## src/design/psa_pkg.sv

```systemverilog
// package: register map, reset values and timing of the acquisition controller
// How it works
// - peak path attenuator is driven to attenuation 1 or 16
// - level comparator is latched; latched level drives the attenuator switches
// - gain settles two cycles after level sense, inside the 100 ns filter delay
// - one 12-bit converter sample is taken on every 20 MHz sample tick
// - samples are compared as two's complement, -2048 to 2047
// - each stored word carries sample, attenuator bit and sensor range bit
// - triggered capture with host pre-trigger, post-trigger and level registers
// - overload trip sets an interrupt flag toward the host
// - overload trip forces the sensor upper range via the active-low line
// - average converter channels are serialised over I2S to the processor
// - a 32 bit result word from the processor is held for host reads
// - chop period is a whole number of I2S frames, so samples per chop fixed
// - host selects the amplified channel; processor de-chops and filters it
// - processor result strobe sets a results-ready interrupt flag
// - host commands and program words reach the processor through this block
// - sensor presence change sets an interrupt flag
// - complementary chop drive, host-programmed frequency and levels
// - serial bus mode: chop wire clocks, sensor line data, auto-zero enables
// - equaliser is switched on while an EEPROM sensor is in use
// - every rate is a tick derived from the single system clock
package psa_pkg;
    localparam int CLK_MHZ = 250;
    localparam int FILT_DELAY_NS = 100;
    localparam int GAIN_BUDGET_CYC = FILT_DELAY_NS * CLK_MHZ / 1000;
    localparam int SMP_RATE_MHZ = 20;
    localparam int SMP_NUM = 2;
    localparam int SMP_DEN = CLK_MHZ * SMP_NUM / SMP_RATE_MHZ;
    localparam int I2S_TICK_KHZ = 2500;
    localparam int I2S_DEN = CLK_MHZ * 1000 / I2S_TICK_KHZ;
    localparam logic [7:0] A_CTRL = 8'h00;
    localparam logic [7:0] A_STATUS = 8'h04;
    localparam logic [7:0] A_PRE = 8'h08;
    localparam logic [7:0] A_POST = 8'h0c;
    localparam logic [7:0] A_TRIG = 8'h10;
    localparam logic [7:0] A_CHOPDIV = 8'h14;
    localparam logic [7:0] A_CHOPLVL = 8'h18;
    localparam logic [7:0] A_SBUS = 8'h1c;
    localparam logic [7:0] A_CMD = 8'h20;
    localparam logic [7:0] A_PROG = 8'h24;
    localparam logic [7:0] A_RESULT = 8'h28;
    localparam logic [7:0] A_TRIGADDR = 8'h2c;
    localparam int F_OVL = 0;
    localparam int F_PRES = 1;
    localparam int F_RES = 2;
    localparam logic [11:0] PRE_RST = 12'h100;
    localparam logic [11:0] POST_RST = 12'h300;
    localparam logic [11:0] TRIG_RST = 12'h000;
    localparam logic [7:0] CHOPDIV_RST = 8'h5a;
    localparam logic [7:0] CHOPLVL_RST = 8'h00;
    typedef enum logic [2:0] {
        ACQ_IDLE = 3'b000,
        ACQ_PRE = 3'b001,
        ACQ_WAIT = 3'b010,
        ACQ_POST = 3'b011,
        ACQ_DONE = 3'b100
    } psa_acq_t;
endpackage

```

## src/design/psa_rate_div.sv

```systemverilog
// fractional tick divider: NUM ticks per DEN clocks
`timescale 1ns/1ps
`default_nettype none
module psa_rate_div #(
    parameter int unsigned NUM = 2,
    parameter int unsigned DEN = 25,
    parameter int W = 8
) (
    // clock and reset
    input wire logic sys_clk,
    input wire logic rst_n,
    // one-cycle enable
    output logic tick
);
    logic [W-1:0] acc_r;
    logic [W:0] sum;

    // accumulator form keeps the average exact where DEN/NUM is not whole
    assign sum = {1'b0, acc_r} + (W+1)'(NUM);

    always_ff @(posedge sys_clk)
    begin
        if (!rst_n)
        begin
            acc_r <= '0;
            tick <= 1'b0;
        end
        else if (sum >= (W+1)'(DEN))
        begin
            acc_r <= W'(sum - (W+1)'(DEN));
            tick <= 1'b1;
        end
        else
        begin
            acc_r <= sum[W-1:0];
            tick <= 1'b0;
        end
    end
endmodule
`default_nettype wire

```

## src/design/psa_acq_ctrl.sv

```systemverilog
// acquisition controller: gain, capture, I2S, chop, sensor bus, host regs
`timescale 1ns/1ps
`default_nettype none
module psa_acq_ctrl
    import psa_pkg::*;
#(
    parameter int ADDR_W = 16
) (
    // clock and reset
    input wire logic sys_clk,
    input wire logic rst_n,
    // apb slave
    input wire logic [7:0] paddr,
    input wire logic psel,
    input wire logic penable,
    input wire logic pwrite,
    input wire logic [31:0] pwdata,
    output logic [31:0] prdata,
    output logic pready,
    output logic pslverr,
    // peak path
    input wire logic level_over,
    input wire logic [11:0] adc_data,
    output logic atten_16,
    output logic high_gain_switch,
    output logic adc_convert,
    // sample memory write port
    output logic acq_wr_en,
    output logic [ADDR_W-1:0] acq_wr_addr,
    output logic [13:0] acq_wr_data,
    // average path
    input wire logic ovl_trip,
    output logic sensor_range_force_n,
    input wire logic [15:0] avg_ch_a,
    input wire logic [15:0] avg_ch_b,
    output logic i2s_sck,
    output logic i2s_ws,
    output logic i2s_sd,
    // signal processor
    output logic dsp_chan_sel,
    output logic dsp_wr_valid,
    output logic dsp_wr_prog,
    output logic [31:0] dsp_wr_data,
    input wire logic dsp_res_valid,
    input wire logic [31:0] dsp_res_data,
    // sensor side
    input wire logic sens_present,
    output logic chop_p,
    output logic chop_n,
    output logic [7:0] chop_level,
    input wire logic sens_sda_i,
    output logic sens_sda_o,
    output logic sens_sda_oe,
    output logic autozero_bus_en,
    output logic eq_on,
    output logic host_irq
);
    localparam int GAIN_LAT = 2;

    logic smp_en;
    logic bit_en;
    logic eeprom_r;
    logic arm_r;
    logic [11:0] pre_r;
    logic [11:0] post_r;
    logic [11:0] trig_r;
    logic [7:0] chopdiv_r;
    logic scl_r;
    logic sda_low_r;
    logic [2:0] flags_r;
    logic [2:0] flag_set;
    logic [31:0] result_r;
    logic [31:0] rd_nxt;
    logic lvl_latch_r;
    logic pres_prev_r;
    logic signed [11:0] prev_smp_r;
    logic crossing;
    psa_acq_t acq_r;
    logic [11:0] cnt_r;
    logic [ADDR_W-1:0] addr_r;
    logic [ADDR_W-1:0] trig_addr_r;
    logic [4:0] bit_cnt_r;
    logic [31:0] sh_r;
    logic frame_end_r;
    logic [7:0] frame_cnt_r;
    logic chop_phase_r;
    logic setup;
    logic wr_acc;
    logic wr_status;

    function automatic logic mapped(input logic [7:0] a);
        mapped = (a[1:0] == 2'b00) && (a <= A_TRIGADDR);
    endfunction

    psa_rate_div #(.NUM(SMP_NUM), .DEN(SMP_DEN), .W(8)) u_smp_div (
        .sys_clk(sys_clk),
        .rst_n(rst_n),
        .tick(smp_en)
    );

    psa_rate_div #(.NUM(1), .DEN(I2S_DEN), .W(8)) u_bit_div (
        .sys_clk(sys_clk),
        .rst_n(rst_n),
        .tick(bit_en)
    );

    // apb: pready rises with the first access phase cycle, no wait states
    assign setup = psel && !penable;
    assign wr_acc = psel && penable && pready && pwrite;
    assign wr_status = wr_acc && (paddr == A_STATUS);

    always_comb
    begin
        rd_nxt = 32'h0000_0000;
        if (paddr == A_CTRL)
            rd_nxt = {29'h0, arm_r, dsp_chan_sel, eeprom_r};
        else if (paddr == A_STATUS)
            rd_nxt = {24'h0, sens_present, acq_r, atten_16, flags_r};
        else if (paddr == A_PRE)
            rd_nxt = {20'h0, pre_r};
        else if (paddr == A_POST)
            rd_nxt = {20'h0, post_r};
        else if (paddr == A_TRIG)
            rd_nxt = {20'h0, trig_r};
        else if (paddr == A_CHOPDIV)
            rd_nxt = {24'h0, chopdiv_r};
        else if (paddr == A_CHOPLVL)
            rd_nxt = {24'h0, chop_level};
        else if (paddr == A_SBUS)
            rd_nxt = {28'h0, sens_sda_i, autozero_bus_en, sda_low_r, scl_r};
        else if (paddr == A_RESULT)
            rd_nxt = result_r;
        else if (paddr == A_TRIGADDR)
            rd_nxt = 32'(trig_addr_r);
    end

    always_ff @(posedge sys_clk)
    begin
        if (!rst_n)
        begin
            pready <= 1'b0;
            prdata <= 32'h0000_0000;
            pslverr <= 1'b0;
        end
        else if (setup)
        begin
            pready <= 1'b1;
            prdata <= pwrite ? 32'h0000_0000 : rd_nxt;
            pslverr <= !mapped(paddr);
        end
        else
        begin
            pready <= 1'b0;
            pslverr <= 1'b0;
        end
    end

    // control registers
    always_ff @(posedge sys_clk)
    begin
        if (!rst_n)
        begin
            eeprom_r <= 1'b0;
            dsp_chan_sel <= 1'b0;
            pre_r <= PRE_RST;
            post_r <= POST_RST;
            trig_r <= TRIG_RST;
            chopdiv_r <= CHOPDIV_RST;
            chop_level <= CHOPLVL_RST;
            scl_r <= 1'b1;
            sda_low_r <= 1'b0;
            autozero_bus_en <= 1'b0;
            eq_on <= 1'b0;
        end
        else if (wr_acc)
        begin
            if (paddr == A_CTRL)
            begin
                eeprom_r <= pwdata[0];
                eq_on <= pwdata[0];
                dsp_chan_sel <= pwdata[1];
            end
            else if (paddr == A_PRE)
                pre_r <= pwdata[11:0];
            else if (paddr == A_POST)
                post_r <= pwdata[11:0];
            else if (paddr == A_TRIG)
                trig_r <= pwdata[11:0];
            else if (paddr == A_CHOPDIV)
                chopdiv_r <= (pwdata[7:0] == 8'h00) ? 8'h01 : pwdata[7:0];
            else if (paddr == A_CHOPLVL)
                chop_level <= pwdata[7:0];
            else if (paddr == A_SBUS)
            begin
                scl_r <= pwdata[0];
                sda_low_r <= pwdata[1];
                autozero_bus_en <= pwdata[2] && eeprom_r;
            end
        end
    end

    // host to processor mailbox, one strobe per write
    always_ff @(posedge sys_clk)
    begin
        if (!rst_n)
        begin
            dsp_wr_valid <= 1'b0;
            dsp_wr_prog <= 1'b0;
            dsp_wr_data <= 32'h0000_0000;
        end
        else
        begin
            dsp_wr_valid <= wr_acc && (paddr == A_CMD || paddr == A_PROG);
            if (wr_acc && (paddr == A_CMD || paddr == A_PROG))
            begin
                dsp_wr_prog <= (paddr == A_PROG);
                dsp_wr_data <= pwdata;
            end
        end
    end

    always_ff @(posedge sys_clk)
    begin
        if (!rst_n)
            result_r <= 32'h0000_0000;
        else if (dsp_res_valid)
            result_r <= dsp_res_data;
    end

    // sticky flags; a set in the clearing cycle wins
    assign flag_set[F_OVL] = ovl_trip;
    assign flag_set[F_PRES] = sens_present ^ pres_prev_r;
    assign flag_set[F_RES] = dsp_res_valid;

    always_ff @(posedge sys_clk)
    begin
        if (!rst_n)
        begin
            flags_r <= 3'h0;
            pres_prev_r <= 1'b0;
            host_irq <= 1'b0;
            sensor_range_force_n <= 1'b1;
        end
        else
        begin
            pres_prev_r <= sens_present;
            flags_r <= (flags_r & ~(wr_status ? pwdata[2:0] : 3'h0)) | flag_set;
            host_irq <= |flags_r;
            // range stays forced until the host acknowledges the overload
            sensor_range_force_n <= !(ovl_trip || flags_r[F_OVL]);
        end
    end

    // gain: latch the pre-filter comparator, then set the switches
    always_ff @(posedge sys_clk)
    begin
        if (!rst_n)
        begin
            lvl_latch_r <= 1'b0;
            atten_16 <= 1'b0;
            high_gain_switch <= 1'b1;
        end
        else
        begin
            lvl_latch_r <= level_over;
            atten_16 <= lvl_latch_r;
            high_gain_switch <= !lvl_latch_r;
        end
    end

    // capture: signed crossing of the trigger level
    assign crossing = ($signed(adc_data) >= $signed(trig_r))
        && (prev_smp_r < $signed(trig_r));

    always_ff @(posedge sys_clk)
    begin
        if (!rst_n)
        begin
            adc_convert <= 1'b0;
            acq_wr_en <= 1'b0;
            acq_wr_data <= 14'h0000;
            acq_wr_addr <= '0;
            prev_smp_r <= 12'sh000;
        end
        else
        begin
            adc_convert <= smp_en;
            acq_wr_en <= smp_en && (acq_r == ACQ_PRE || acq_r == ACQ_WAIT
                || acq_r == ACQ_POST);
            if (smp_en)
            begin
                prev_smp_r <= $signed(adc_data);
                acq_wr_data <= {!sensor_range_force_n, atten_16, adc_data};
                acq_wr_addr <= addr_r;
            end
        end
    end

    always_ff @(posedge sys_clk)
    begin
        if (!rst_n)
        begin
            acq_r <= ACQ_IDLE;
            cnt_r <= 12'h000;
            addr_r <= '0;
            trig_addr_r <= '0;
            arm_r <= 1'b0;
        end
        else
        begin
            if (wr_acc && paddr == A_CTRL && pwdata[2])
                arm_r <= 1'b1;
            if (smp_en && acq_r != ACQ_IDLE && acq_r != ACQ_DONE)
                addr_r <= addr_r + 1'b1;
            case (acq_r)
                ACQ_IDLE, ACQ_DONE:
                begin
                    if (arm_r)
                    begin
                        arm_r <= 1'b0;
                        acq_r <= ACQ_PRE;
                        cnt_r <= 12'h000;
                        addr_r <= '0;
                    end
                end
                ACQ_PRE:
                begin
                    if (smp_en)
                    begin
                        cnt_r <= cnt_r + 12'h001;
                        if (cnt_r + 12'h001 >= pre_r)
                            acq_r <= ACQ_WAIT;
                    end
                end
                ACQ_WAIT:
                begin
                    if (smp_en && crossing)
                    begin
                        acq_r <= ACQ_POST;
                        trig_addr_r <= addr_r;
                        cnt_r <= 12'h000;
                    end
                end
                ACQ_POST:
                begin
                    if (smp_en)
                    begin
                        cnt_r <= cnt_r + 12'h001;
                        if (cnt_r + 12'h001 >= post_r)
                            acq_r <= ACQ_DONE;
                    end
                end
                default:
                    acq_r <= ACQ_IDLE;
            endcase
        end
    end

    // i2s: data moves on the falling sck edge, ws leads the msb by one bit
    always_ff @(posedge sys_clk)
    begin
        if (!rst_n)
        begin
            i2s_sck <= 1'b0;
            i2s_ws <= 1'b0;
            i2s_sd <= 1'b0;
            bit_cnt_r <= 5'h00;
            sh_r <= 32'h0000_0000;
            frame_end_r <= 1'b0;
        end
        else
        begin
            frame_end_r <= 1'b0;
            if (bit_en)
            begin
                i2s_sck <= !i2s_sck;
                if (i2s_sck)
                begin
                    bit_cnt_r <= bit_cnt_r + 5'h01;
                    i2s_ws <= (bit_cnt_r + 5'h01) >= 5'h10;
                    i2s_sd <= sh_r[31];
                    if (bit_cnt_r == 5'h1f)
                    begin
                        sh_r <= {avg_ch_a, avg_ch_b};
                        frame_end_r <= 1'b1;
                    end
                    else
                        sh_r <= {sh_r[30:0], 1'b0};
                end
            end
        end
    end

    // chop: whole frames per half period keeps samples per chop fixed
    always_ff @(posedge sys_clk)
    begin
        if (!rst_n)
        begin
            frame_cnt_r <= 8'h00;
            chop_phase_r <= 1'b0;
            chop_p <= 1'b0;
            chop_n <= 1'b1;
            sens_sda_o <= 1'b0;
            sens_sda_oe <= 1'b0;
        end
        else
        begin
            if (frame_end_r)
            begin
                if (frame_cnt_r >= chopdiv_r - 8'h01)
                begin
                    frame_cnt_r <= 8'h00;
                    chop_phase_r <= !chop_phase_r;
                end
                else
                    frame_cnt_r <= frame_cnt_r + 8'h01;
            end
            chop_p <= autozero_bus_en ? scl_r : chop_phase_r;
            chop_n <= autozero_bus_en ? !scl_r : !chop_phase_r;
            sens_sda_o <= 1'b0;
            sens_sda_oe <= autozero_bus_en && sda_low_r;
        end
    end

    // tick gap is counted; a long repetition would be slow to check
    logic [3:0] gap_cnt_r;
    logic gap_seen_r;

    always_ff @(posedge sys_clk)
    begin
        if (!rst_n)
        begin
            gap_cnt_r <= 4'h0;
            gap_seen_r <= 1'b0;
        end
        else if (smp_en)
        begin
            gap_cnt_r <= 4'h0;
            gap_seen_r <= 1'b1;
        end
        else if (gap_cnt_r != 4'hf)
            gap_cnt_r <= gap_cnt_r + 4'h1;
    end
endmodule
`default_nettype wire

```

## config.mk

```make
export PLATFORM = sky130hd
export DESIGN_NAME = psa_acq_ctrl
export DESIGN_NICKNAME = d
export VERILOG_FILES = /design/src/design/psa_pkg.sv /design/src/design/psa_rate_div.sv /design/src/design/psa_acq_ctrl.sv
export SDC_FILE = /design/constraint.sdc
export NUM_CORES = 1
export LEC_CHECK = 0
export BUFFER_PORTS_ARGS = -buffer_cell sky130_fd_sc_hd__clkbuf_2
export CAP_MARGIN = 20
export CORE_MARGIN = 10
export CORE_UTILIZATION = 30
export CTS_CLUSTER_DIAMETER = 30
export DETAILED_ROUTE_END_ITERATION = 16
export PLACE_DENSITY = 0.55
export RECOVER_POWER = 25
export REMOVE_ABC_BUFFERS = 1
export SLEW_MARGIN = 20
export SYNTH_ARGS = -nofsm -noshare
export SYNTH_HDL_FRONTEND = slang
export SYNTH_SLANG_ARGS = --single-unit
export TNS_END_PERCENT = 20
```

## constraint.sdc

```tcl
create_clock -name sys_clk -period 3.3 [get_ports sys_clk]
set_clock_uncertainty 0.2 [all_clocks]
set_input_delay 0.66 -clock sys_clk [delete_from_list [all_inputs] [get_ports sys_clk]]
set_output_delay 0.66 -clock sys_clk [all_outputs]
set_load 0.1 [all_outputs]
```

==> summary.txt <==
Placement
  – Port buffer count: 246
  – DP Wirelength: 36.27 mm
  – RePlAce Congestion: 0.8879

Status
  – Outcome: finished with violations
  – Failing checks: max-capacitance violations, max-slew violations

Yosys
  – Avg Cell Area, Syn: 8.677 µm²
  – Seq/Total Area, Yosys: 42.86%
  – Seq cells post-synth: 316
  – Number of synthesis warnings: 0
  – Fraction of the mapped netlist area in simple logic gates: 19.09%
  – Post-synthesis compound-gate area fraction: 14.27%
  – Post-Synth Adder-Cell Area: 5.849%
  – Post-synth EDFFs: 0
  – Main combinational cell family by area after synthesis: simple AND/OR/NAND/NOR gates
  – Multiplexer share of the synthesized area: 10.27%
  – Netlist Area Pre-Place: 14760 µm²
  – Fraction of registers with async set or reset after synthesis: 0%
  – Synth Area in XOR/XNOR: 3.264%
  – Main synth FF type: dfxtp_1
  – Mapped Cells: 1701
  – Synth cell types: 73

Clock tree
  – CTS sink cnt: 316
  – CTS tree: built
  – Post-CTS Hold Fix Bufs: 0
  – Post-CTS setup buffer count: 0
  – Root buffer cell: clkbuf_16
  – Clock latency on the worst-skew pair: 0.60 ns
  – CTS resizes: 0
  – CTS HTree Levels: 3
  – CTS buffer count: 83
  – Clock Path Buffers: 3
  – CTS clk-pin slew, worst paths: 0.04 ns

Setup path
  – WP buf/inv: 0
  – Critical path launch point type: register
  – WP data required: 3.57 ns
  – Worst path most repeated cell: and3_1
  – Top cell family by delay on the critical path: compound AO/OA/AOI/OAI gates
  – Critical path capture point type: register
  – CP Data Arrival Time: 3.34 ns
  – Worst Path Max Fanout: 6
  – Critical path type: reg -> reg
  – Critical path cell sequence: ha_1 -> and3_1 -> and3_1 -> and3_1 -> xor2_1 -> ha_1 -> a211oi_1 -> o21ai_0 -> a211o_1 -> a31o_2 -> o21ai_0 -> o32ai_1
  – R2R Setup Slk: 0.23 ns
  – Slowest stage cell, crit path: dfxtp_2
  – Worst path max stage delay: 0.35 ns

Global route
  – First-pass GRT wire length: 74.99 mm
  – Total GRT Usage: 16.10%
  – Initial antenna violation count: 2
  – Vias in the first global route: 12.83k
  – Largest net degree at the start of global routing: 85
  – Global route overflow: 0

Floorplanning
  – DIE WIDTH: 241.8 µm
  – FP Rows: 81
  – Initial core utilization: 30.28%
  – Core area: 48750 µm²
  – Die height: 241.8 µm
  – Full die area: 58470 µm²
  – Top-level port count: 248

Routing
  – Vias/cell: 4.908
  – Post-route ant nets: 0
  – Vias: 13.24k
  – First-pass DRT Iterations: 5
  – Wirelength, routed: 48.99 mm
  – Residual DRC: 0
  – Average wire per standard cell: 18.16 µm
  – Starting DRC count in detailed routing: 725

Worst hold path
  – Min-delay worst type: in -> reg

Power and ir drop
  – Leak: 7.823 nW
  – Total power: 14.24 mW
  – Peak supply drop: 0.0006180 V
  – PwrDens: 721.8 nW/µm²

STA
  – RSZ-0062 raised after global routing: no
  – Slew margin rel.: -10.61%
  – Fmax achieved: 0.3254 GHz
  – Slew at the pin closest to its max-slew limit: 1.659 ns
  – Crit path time final: 3.073 ns
  – Final Hold Fails: 0
  – Slew Limit Fails: 85
  – Final Cycle Share: 93.12%
  – Finish-stage setup viols: 0
  – Setup tns final: 0 ns

Flow run
  – Max Cap Viol: 1

Final layout
  – Final net count: 2159
  – Layout cells sized above 1: 22.09%
  – Area Overhead vs Synth: 33.67%
[placed cells by master, fill, tap and decap left out, types with 25 or more instances in the layout]
| cell | Yosys | final |
|---|---|---|
| ha_1 | 69 | 68 |
| inv_1 | 48 | 47 |
| dfxtp_1 | 316 | 313 |
| nor2_1 | 208 | 208 |
| o21ai_0 | 49 | 49 |
| clkbuf_2 | 1 | 249 |
| a22oi_1 | 25 | 25 |
| nand2_1 | 242 | 242 |
| nand3_1 | 37 | 37 |
| buf_4 | 5 | 31 |
| a21oi_1 | 112 | 112 |
| a211oi_1 | 40 | 39 |
| mux2i_1 | 148 | 148 |
| xor2_1 | 29 | 29 |
| clkbuf_16 | 0 | 84 |
[cell usage after synthesis, types with 3 or more instances]
cell type,instances,share of area [%]
dfxtp_1,316,43
nand2_1,242,6.2
nor2_1,208,5.3
mux2i_1,148,10
a21oi_1,112,3.8
clkbuf_1,81,2.1
ha_1,69,5.8
o21ai_0,49,1.7
inv_1,48,1.2
a211oi_1,40,2.0
nand3_1,37,1.3
xor2_1,29,1.7
xnor2_1,26,1.5
a22oi_1,25,1.3
nor3_1,24,0.81
nand4_1,17,0.72
nand2b_1,14,0.59
nor2b_1,14,0.59
a22o_1,13,0.77
and3_1,13,0.55
and2_1,12,0.51
o211ai_1,12,0.61
buf_2,11,0.37
buf_1,9,0.23
o21a_1,9,0.46
and4_1,7,0.42
nor4_1,6,0.25
or2_2,6,0.25
or3_1,6,0.25
a21boi_0,5,0.25
a21o_1,5,0.25
buf_4,5,0.25
o22ai_1,5,0.21
a211o_1,4,0.24
a222oi_1,4,0.27
nor4b_1,4,0.24
o31ai_1,4,0.20
a221o_1,3,0.20
a31oi_1,3,0.13
a32oi_1,3,0.18
mux2_2,3,0.23
nand3b_1,3,0.15
nor3b_1,3,0.15
[cells by family (layout without fill, tap and decap cells)]
group	after synthesis	count (layout)
other	1	2
multiplexers	151	151
AND/OR/NAND/NOR	628	628
AO/OA/AOI/OAI	324	324
buffers and inverters	157	489
XOR/XNOR	55	55
flip-flops	316	316
adder cells (fa/ha/maj)	69	69
[power by group]
part | internal [mW] | total (mW) | switching, mW
logic | 0.490 | 1.51 | 1.02
clock network | 6.18 | 8.65 | 2.47
registers | 3.95 | 4.08 | 0.124
total | 10.6 | 14.2 | 3.62
[worst paths after layout]
path	start	end	cells past startpoint
setup / recovery	cnt_r[0]	acq_r[0]	12
setup reg to reg	cnt_r[0]	acq_r[0]	12
hold reg to reg	lvl_latch_r	high_gain_switch	1
hold / removal	level_over	lvl_latch_r	2
[flip-flops by register name, indices dropped and copies added, names as in the netlist, 14 cells and up]
register,count
sh_r,32
acq_wr_addr,16
result_r,32
acq_wr_data,14
dsp_wr_data,32
prdata,32
trig_addr_r,16
addr_r,16
[layer usage]
metal / vias to the layer above / GRT usage (%) / wire length (µm)
li1: 6506 / - / -
met1: 6233 / 18.71 / 20350
met3: 99 / 4.233 / 3099
met2: 400 / 26.75 / 23470
met5: - / 0 / 23
met4: 4 / 8.618 / 2054
[stage by stage]
step | instance area (µm²) | instances | hold slack [ns] | util, % | worst slack (ns)
floorplan | 14290 | 1592 | 0.1633 | - | -1.543
global placement | 16730 | 2543 | 0.1724 | 34.32 | 0.2171
detailed placement | 16730 | 2543 | 0.1789 | 34.32 | 0.1313
CTS | 19770 | 2697 | 0.03796 | 40.55 | 0.09529
global route | 19730 | 2697 | 0.05819 | 40.47 | 0.01767
finish | 19730 | 2698 | 0.06499 | 40.47 | 0.2272
[layout make-up]
class | count | area [µm²]
fillers | 4881 | 29020
multi-input cells | 1228 | 7821
flip-flops and latches | 316 | 6330
clock buffers | 119 | 2424
repair buffers | 287 | 1521
well taps | 664 | 830.8
clock inverters | 35 | 615.6
inverters | 48 | 185.2
diodes | 1 | 2.502
Power figures use the tool's default switching activity.
